**src/design/swc_link_regs.svh**
```systemverilog
// timing and field constants for the single-wire cascade link
`ifndef SWC_LINK_REGS_SVH
`define SWC_LINK_REGS_SVH

// system clock period
`define SWC_CLK_NS         20
// packet layout
`define SWC_PKT_BITS       6'd48
`define SWC_CMD_MSB        47
`define SWC_CMD_LSB        36
`define SWC_GRAY_MSB       35
`define SWC_CH0_LSB        0
`define SWC_CH1_LSB        12
`define SWC_CH2_LSB        24
`define SWC_WRITE_CMD      12'h3AA
// device bit timer width and pause multipliers (shift counts)
`define SWC_TMR_W          13
`define SWC_EOS_SHIFT      1
`define SWC_LAT_SHIFT      3
// host bit period and pulse shape
`define SWC_HOST_BIT_NS    1000
`define SWC_HOST_PULSE_NS  80
`define SWC_HOST_MARK_NS   240
`define SWC_HOST_BIT_CYC   10'(`SWC_HOST_BIT_NS / `SWC_CLK_NS)
`define SWC_HOST_PULSE_CYC 10'((`SWC_HOST_PULSE_NS + `SWC_CLK_NS - 1) / `SWC_CLK_NS)
`define SWC_HOST_MARK_CYC  10'(`SWC_HOST_MARK_NS / `SWC_CLK_NS)
// host pauses after the last bit, in bit periods
`define SWC_HOST_EOS_CYC   10'(3 * `SWC_HOST_BIT_NS / `SWC_CLK_NS)
`define SWC_HOST_LAT_CYC   10'(16 * `SWC_HOST_BIT_NS / `SWC_CLK_NS)

`endif

```
**src/design/swc_pkg.sv**
```systemverilog
// types shared by both ends of the single-wire cascade link
package swc_pkg;

  // device receiver states, gray coded along idle-meas-recv-fwd
  typedef enum logic [1:0] {
    SWC_DEV_IDLE = 2'h0,
    SWC_DEV_MEAS = 2'h1,
    SWC_DEV_RECV = 2'h3,
    SWC_DEV_FWD  = 2'h2
  } swc_dev_state_t;

  // host transmitter states
  typedef enum logic [1:0] {
    SWC_HOST_IDLE  = 2'h0,
    SWC_HOST_BIT   = 2'h1,
    SWC_HOST_PAUSE = 2'h3
  } swc_host_state_t;

endpackage : swc_pkg

```
**src/design/swc_link_if.sv**
```systemverilog
// single data wire between host and first device, or between neighbouring devices
`timescale 1ns/10ps
interface swc_link_if;
  logic line; // self-timed serial data, driven by the host or an upstream device

  modport host   (output line);
  modport device (input line);
endinterface : swc_link_if

```
**src/design/swc_device.sv**
```systemverilog
// cascade device: self-timed receiver, packet shift register, gray latch and pwm
// Functional notes
// host latches once after all packets
// long low copies shift data to latch
// pwm restarts together with the latch
// packet is command plus three values
// host sends forty-eight times N bits
// no chain length limit in device
// host resends whole chain on change
// outputs off until data latched
// host sends msb first, command leading
// latch only when command is 3AAh
// host pauses after every packet
// host keeps one bit period throughout
// only lower 36 bits are latched
// first two edges set bit period
// early second edge decodes as one
// packet-end pause freezes, then forwards line
// bit fields map to channels and command
// pause kind chosen by low duration
`timescale 1ns/10ps
`include "swc_link_regs.svh"
module swc_device
  import swc_pkg::*;
(
  // clock and reset
  input  wire logic        clk,
  input  wire logic        rst,
  // link from host or upstream device
  swc_link_if.device       link,
  // chain forwarding
  output logic             serial_line_out,
  // pwm sink outputs
  output logic [2:0]       sink_output,
  // latched gray levels
  output logic [11:0]      gray_value_ch0,
  output logic [11:0]      gray_value_ch1,
  output logic [11:0]      gray_value_ch2
);

  localparam logic [`SWC_TMR_W-1:0] TMR_MAX = '1;

  // pwm compare shared by the three channels
  function automatic logic gray_on(input logic [11:0] cnt, input logic [11:0] val);
    gray_on = (val != 12'h000) && (cnt != 12'h000) && (cnt <= val);
  endfunction : gray_on

  swc_dev_state_t          state_reg;
  swc_dev_state_t          state_next;
  logic                    line_prev_reg;
  logic [`SWC_TMR_W-1:0]   timer_reg;
  logic [`SWC_TMR_W-1:0]   timer_next;
  logic [`SWC_TMR_W-1:0]   period_reg;
  logic [`SWC_TMR_W-1:0]   period_next;
  logic                    mark_reg;
  logic                    mark_next;
  logic                    pending_reg;
  logic                    pending_next;
  logic [47:0]             shift_reg;
  logic [47:0]             shift_next;
  logic [35:0]             gray_reg;
  logic [35:0]             gray_next;
  logic [11:0]             pwm_cnt_reg;
  logic [11:0]             pwm_cnt_next;
  logic                    fwd_out_reg;
  logic [2:0]              sink_reg;

  // edge detect and derived thresholds
  wire                     line_rise;
  wire [`SWC_TMR_W-1:0]    half_period;
  wire [`SWC_TMR_W-1:0]    eos_limit;
  wire [`SWC_TMR_W-1:0]    lat_limit;
  wire                     eos_hit;
  wire                     lat_hit;
  wire                     bit_commit;
  wire                     cmd_ok;
  wire [`SWC_TMR_W-1:0]    timer_inc;

  assign line_rise   = link.line & ~line_prev_reg;
  assign half_period = period_reg >> 1;
  // thresholds from bit period
  assign eos_limit   = period_reg << `SWC_EOS_SHIFT;
  assign lat_limit   = period_reg << `SWC_LAT_SHIFT;
  assign eos_hit     = timer_reg >= eos_limit;
  assign lat_hit     = timer_reg >= lat_limit;
  // decision at half period
  assign bit_commit  = pending_reg && (timer_reg >= half_period);
  // write command check
  assign cmd_ok      = shift_reg[`SWC_CMD_MSB:`SWC_CMD_LSB] == `SWC_WRITE_CMD;
  assign timer_inc   = (timer_reg == TMR_MAX) ? timer_reg : timer_reg + 1'b1;

  // receiver sequence and latch transfer
  always_comb begin
    state_next   = state_reg;
    timer_next   = timer_inc;
    period_next  = period_reg;
    mark_next    = mark_reg;
    pending_next = pending_reg;
    shift_next   = shift_reg;
    gray_next    = gray_reg;
    pwm_cnt_next = pwm_cnt_reg + 12'h001;
    unique case (state_reg)
      SWC_DEV_IDLE: begin
        if (line_rise) begin
          timer_next = '0;
          state_next = SWC_DEV_MEAS;
        end
      end
      SWC_DEV_MEAS: begin
        // second edge stores period
        if (line_rise) begin
          // timer restarts at zero, so count the edge cycle too
          period_next  = timer_inc;
          shift_next   = {shift_reg[46:0], 1'b0};
          timer_next   = '0;
          mark_next    = 1'b0;
          pending_next = 1'b1;
          state_next   = SWC_DEV_RECV;
        end else if (timer_reg == TMR_MAX) begin
          state_next = SWC_DEV_IDLE; // line went quiet, restart
        end
      end
      SWC_DEV_RECV: begin
        // bits enter at lsb, msb first
        if (bit_commit) begin
          shift_next   = {shift_reg[46:0], mark_reg};
          pending_next = 1'b0;
        end
        if (line_rise) begin
          if (pending_reg && !bit_commit) begin
            // early edge marks one
            mark_next = 1'b1;
          end else begin
            timer_next   = '0;
            mark_next    = 1'b0;
            pending_next = 1'b1;
          end
        end else if (eos_hit) begin
          // freeze shift register
          state_next = SWC_DEV_FWD;
        end
      end
      SWC_DEV_FWD: begin
        if (line_rise) begin
          timer_next = '0;
        end else if (lat_hit) begin
          // copy on latch pause
          if (cmd_ok) begin
            // lower 36 bits only
            gray_next    = shift_reg[`SWC_GRAY_MSB:0];
            // pwm restarts now
            pwm_cnt_next = 12'h000;
          end
          timer_next = '0;
          state_next = SWC_DEV_IDLE;
        end
      end
    endcase
  end

  // receiver registers
  always_ff @(posedge clk) begin
    if (rst) begin
      state_reg     <= SWC_DEV_IDLE;
      line_prev_reg <= 1'b0;
      timer_reg     <= '0;
      period_reg    <= '0;
      mark_reg      <= 1'b0;
      pending_reg   <= 1'b0;
      shift_reg     <= 48'h000000000000;
    end else begin
      state_reg     <= state_next;
      line_prev_reg <= link.line;
      timer_reg     <= timer_next;
      period_reg    <= period_next;
      mark_reg      <= mark_next;
      pending_reg   <= pending_next;
      shift_reg     <= shift_next;
    end
  end

  // gray latch, pwm counter and forwarding
  always_ff @(posedge clk) begin
    if (rst) begin
      // outputs off after reset
      gray_reg    <= 36'h000000000;
      pwm_cnt_reg <= 12'h000;
      fwd_out_reg <= 1'b0;
      sink_reg    <= 3'h0;
    end else begin
      gray_reg    <= gray_next;
      pwm_cnt_reg <= pwm_cnt_next;
      // buffered line forward
      // no packet counting
      fwd_out_reg <= (state_reg == SWC_DEV_FWD) & link.line;
      sink_reg    <= {gray_on(pwm_cnt_reg, gray_value_ch2),
                      gray_on(pwm_cnt_reg, gray_value_ch1),
                      gray_on(pwm_cnt_reg, gray_value_ch0)};
    end
  end

  // channel field mapping
  // three 12-bit values
  assign gray_value_ch0  = gray_reg[`SWC_CH0_LSB +: 12];
  assign gray_value_ch1  = gray_reg[`SWC_CH1_LSB +: 12];
  assign gray_value_ch2  = gray_reg[`SWC_CH2_LSB +: 12];
  assign serial_line_out = fwd_out_reg;
  assign sink_output     = sink_reg;

endmodule : swc_device

```
**src/flat_wrapper.sv**
```systemverilog
// flat-port wrapper written by rule: the top's interface ports become plain ports
module swc_device_flat import swc_pkg::*;
  (clk, rst, serial_line_out, sink_output, gray_value_ch0, gray_value_ch1, gray_value_ch2, link_line);
  swc_link_if link_i ();
  input  wire logic clk;
  input  wire logic rst;
  output logic serial_line_out;
  output logic [2:0] sink_output;
  output logic [11:0] gray_value_ch0;
  output logic [11:0] gray_value_ch1;
  output logic [11:0] gray_value_ch2;
  input wire logic [$bits(link_i.line)-1:0] link_line;
  assign link_i.line = link_line;
  swc_device u_core (.clk(clk), .rst(rst), .link(link_i), .serial_line_out(serial_line_out), .sink_output(sink_output), .gray_value_ch0(gray_value_ch0), .gray_value_ch1(gray_value_ch1), .gray_value_ch2(gray_value_ch2));
endmodule
```
**config.mk**
```make
export PLATFORM = sky130hd
export DESIGN_NAME = swc_device_flat
export DESIGN_NICKNAME = d
export VERILOG_FILES = /design/src/design/swc_pkg.sv /design/src/design/swc_link_if.sv /design/src/design/swc_device.sv /design/src/flat_wrapper.sv
export VERILOG_INCLUDE_DIRS = /design/src /design/src/design
export SDC_FILE = /design/constraint.sdc
export NUM_CORES = 1
export LEC_CHECK = 0
export ABC_CLOCK_PERIOD_IN_PS = 2100
export BUFFER_PORTS_ARGS = -buffer_cell sky130_fd_sc_hd__buf_2
export CORE_UTILIZATION = 43
export DETAILED_ROUTE_END_ITERATION = 6
export RECOVER_POWER = 50
export SLEW_MARGIN = 10
export SYNTH_ARGS = -nofsm -noshare
export SYNTH_HDL_FRONTEND = slang
export SYNTH_SLANG_ARGS = --single-unit
```
**constraint.sdc**
```tcl
create_clock -name clk -period 2.1 [get_ports clk]
set_input_delay 0.42 -clock clk [delete_from_list [all_inputs] [get_ports clk]]
set_output_delay 0.42 -clock clk [all_outputs]
set_load 0.03 [all_outputs]
```
==> flow_metrics.env <==
export IMPL_end_kind="register"
export IMPL_num_rows=49
export IMPL_hold_violations=0
export IMPL_synth_fa_ha_area_share_pct=11.5
export IMPL_max_freq_ghz=0.437
export IMPL_layout_common_cells="dfxtp_1 (119), nor2_1 (113), nand2b_1 (88)"
export IMPL_dpl_hpwl_mm=14.4
export IMPL_totalWireLength_mm=23.9
export IMPL_synth_compound_area_share_pct=13.6
export IMPL_grtUsageTotal_pct=24.7
export IMPL_syn_avg_cell_area_um2=8.39
export IMPL_start_util_pct=44.3
export IMPL_cts_buffer_depth=2
export IMPL_rsz0062_at_grt="true"
export IMPL_hold_end="u_core.line_prev_reg$_SDFF_PP0_"
export IMPL_dieArea_um2=19200
export IMPL_layout_commonest_cell="dfxtp_1"
export IMPL_hold_path_startpoint="link_line"
export IMPL_wl_per_cell_um=18.5
export IMPL_cap_violations=0
export IMPL_p_per_area_nw_per_um2=617
export IMPL_reg2reg_from="u_core.period_reg[5]$_SDFFE_PP0P_"
export IMPL_initialDrtViolationCount=577
export IMPL_status="finished with violations"
export IMPL_reg2regPathDepth=9
export IMPL_cts_sinks=131
export IMPL_synth_top_family_by_area="simple AND/OR/NAND/NOR gates"
export IMPL_antenna_found_initial=0
export IMPL_clkLatencyLatePin_ns=0.44
export IMPL_reg2reg_slack_ns=-0.19
export IMPL_synth_top_area_cell="dfxtp_1"
export IMPL_hold_ws_ns=0.278
export IMPL_swShare_pct=27.6
export IMPL_num_fill_cells=1625
export IMPL_critPathKind="reg2reg"
export IMPL_cts_buffers=17
export IMPL_first_global_vias=6863
export IMPL_synth_edff_count=0
export IMPL_setup_violations_final=104
export IMPL_clock_root_buffer="clkbuf_16"
export IMPL_placed_cell_area_um2=8990
export IMPL_fin_ws_ns=-0.189
export IMPL_slew_viol_final=0
export IMPL_largest_register_ffs=48
export IMPL_ios=43
export IMPL_gr_total_overflow=0
export IMPL_syn_num_nets=1035
export IMPL_grt_first_pass_wirelength_mm=37.8
export IMPL_peakVddDrop_uv=646
export IMPL_path_clk_slew_ns=0.06
export IMPL_synthSimpleGateAreaFrac_pct=28.8
export IMPL_yosysTopAreaCellShare_pct=32.6
export IMPL_fp_dieW_um=139
export IMPL_p_int_mw=4.62
export IMPL_gp_congestion=0.864
export IMPL_hold_path_class="in2reg"
export IMPL_pwr_share_seq_pct=39.7
export IMPL_dr_total_vias=7498
export IMPL_synth_mux_area_share_pct=5.56
export IMPL_netSwitchingPower_mw=1.76
export IMPL_yosys_top_cells_area="dfxtp_1 (33%), ha_1 (12%), nand2b_1 (6.9%)"
export IMPL_crit_fanout=7
export IMPL_design_area_um2=10300
export IMPL_tightest_slew_ns=1.40
export IMPL_clkPwrFrac_pct=46.7
export IMPL_worst_endpoint_required_ns=2.42
export IMPL_core_area_um2=18100
export IMPL_fin_nets=1130
export IMPL_grt_start_max_net_pins=85
export IMPL_drc_errors=10
export IMPL_fin_crit_sh_pct=109
export IMPL_synth_xor_area_share_pct=1.53
export IMPL_cts_tree="yes"
export IMPL_insertedDiodeCount=0
export IMPL_io_buffer_count=42
export IMPL_violations="DRC, setup timing"
export IMPL_post_synth_num_cell_types=60
export IMPL_start_kind="register"
export IMPL_syn_area_um2=8040
export IMPL_slew_headroom_pct=6.65
export IMPL_critPathArrivalTime_ns=2.61
export IMPL_leakage_nw=3.83
export IMPL_drtAntennaViolNets=0
export IMPL_h_tree_depth=4
export IMPL_area_growth_pct=28.6
export IMPL_yosysWarnings=0
export IMPL_min_path_cells=2
export IMPL_dieHeight_um=139
export IMPL_yosys_register_bits=131
export IMPL_syn_inst=958
export IMPL_viasPerCell=5.79
export IMPL_synthFlopType="dfxtp_1"
export IMPL_period_minus_slack_ns=2.29
export IMPL_first_pass_iters=7
export IMPL_synth_async_reset_ratio_pct=0
export IMPL_r2r_end="u_core.gray_reg[0]$_SDFFE_PP0P_"
export IMPL_drive_gt1_share_pct=22.4
export IMPL_skew_ns=0.0109
export IMPL_cts_hold_buf=0
export IMPL_synth_seq_area_share_pct=32.6
export IMPL_p_comb_share_pct=13.6
==> cell families after synthesis <==
group                      count (synthesis)
and+or+nand+nor                          429
AOI/OAI and AO/OA                        146
DFF                                      131
buffers and inverters                    120
adders and majority gates                 74
muxes                                     44
xor gates and xnor gates                  14
==> cell type report <==
type | count | area [um2] | share of cell area (%)
Clock buffer | 17 | 425 | 4.12
Clock inverter | 15 | 158 | 1.53
Inverter | 53 | 199 | 1.92
Multi-Input combinational cell | 712 | 5400 | 52.3
Sequential cell | 131 | 2640 | 25.5
Tap cell | 229 | 287 | 2.77
Timing Repair Buffer | 138 | 1220 | 11.9
==> per-layer routing <==
layer | share of wire [%] | global-route usage, % | routed length, um | vias up
li1 | - | - | - | 3685
met1 | 49 | 35.2 | 11600 | 3636
met2 | 46 | 38.8 | 10900 | 155
met3 | 4.7 | 3.69 | 1120 | 22
met4 | 0.95 | 6.43 | 227 | 0
met5 | 0 | 0 | 0 | -
==> critical path: stages (launching register included) <==
cell       delay [ns]
dfxtp_2          0.33
inv_2            0.05
buf_6            0.12
ha_4             0.26
nand4_1          0.10
a31oi_2          0.21
o21ai_2          0.12
a2111oi_4        0.45
buf_6            0.23
mux2_4           0.31
==> cells in the mapped netlist, drive strengths merged, types with 2 or more instances <==
cell type,number
nor4,11
o21ai,9
and4,4
nor3b,2
or4,48
o311ai,46
a2111oi,7
nor4b,2
a21oi,34
clkbuf,46
buf,20
inv,53
xor2,7
nor2,116
o31ai,2
o211a,3
mux2i,39
o21a,3
and3,4
o211ai,5
nor2b,10
nand2,32
nor3,67
nand4,15
and2,2
xnor2,7
dfxtp,131
or3,4
a31oi,4
nand3,16
mux2,5
a211oi,19
ha,74
nand2b,88
a21o,8
a211o,2
nand3b,2
==> worst max-delay path by stage <==
stage	from	endpoint	cells after the start	slack, ns
global placement	u_core.period_reg[9]$_SDFFE_PP0P_	u_core.shift_reg[20]$_SDFFE_PP0P_	7	-0.34
detailed placement	u_core.period_reg[9]$_SDFFE_PP0P_	u_core.shift_reg[9]$_SDFFE_PP0P_	7	-0.37
global route	u_core.period_reg[5]$_SDFFE_PP0P_	u_core.gray_reg[0]$_SDFFE_PP0P_	9	-0.24
finish	u_core.period_reg[5]$_SDFFE_PP0P_	u_core.gray_reg[0]$_SDFFE_PP0P_	9	-0.19
CTS	u_core.period_reg[5]$_SDFFE_PP0P_	u_core.gray_reg[0]$_SDFFE_PP0P_	9	-0.11
floorplan	u_core.timer_reg[3]$_SDFF_PP0_	u_core.gray_reg[0]$_SDFFE_PP0P_	8	0.004
==> power by group through the flow <==
stage	Combinational (mW)	Sequential, mW	Clock (mW)
after global routing	0.923	2.54	3.11
after floorplan	0.388	2.58	0
after global placement	0.574	2.59	0
after detailed placement	0.572	2.59	0
after CTS	0.778	2.53	3.01
final	0.866	2.53	2.98
==> stage by stage <==
step	TNS [ns]	setup slack, ns	power [mW]	std cells	utilization, %
after floorplan	0	0.00404	2.97	958	-
after global placement	-28.01	-0.337	3.16	1240	49.5
after detailed placement	-30.28	-0.368	3.16	1240	49.5
after CTS	-5.19	-0.111	6.32	1290	55.2
after global routing	-18.22	-0.244	6.57	1295	57.0
final	-11.02	-0.189	6.38	1295	57.0
==> timing repair <==
item | 4_1_cts | 5_1_grt
gates resized for setup | 48 | 81
pin swaps | 15 | 25
buffers inserted | 9 | 4
cloned | 10 | 4
endpoints found under the setup margin | 116 | 118
No activity file was read; power rests on OpenSTA's default activity.
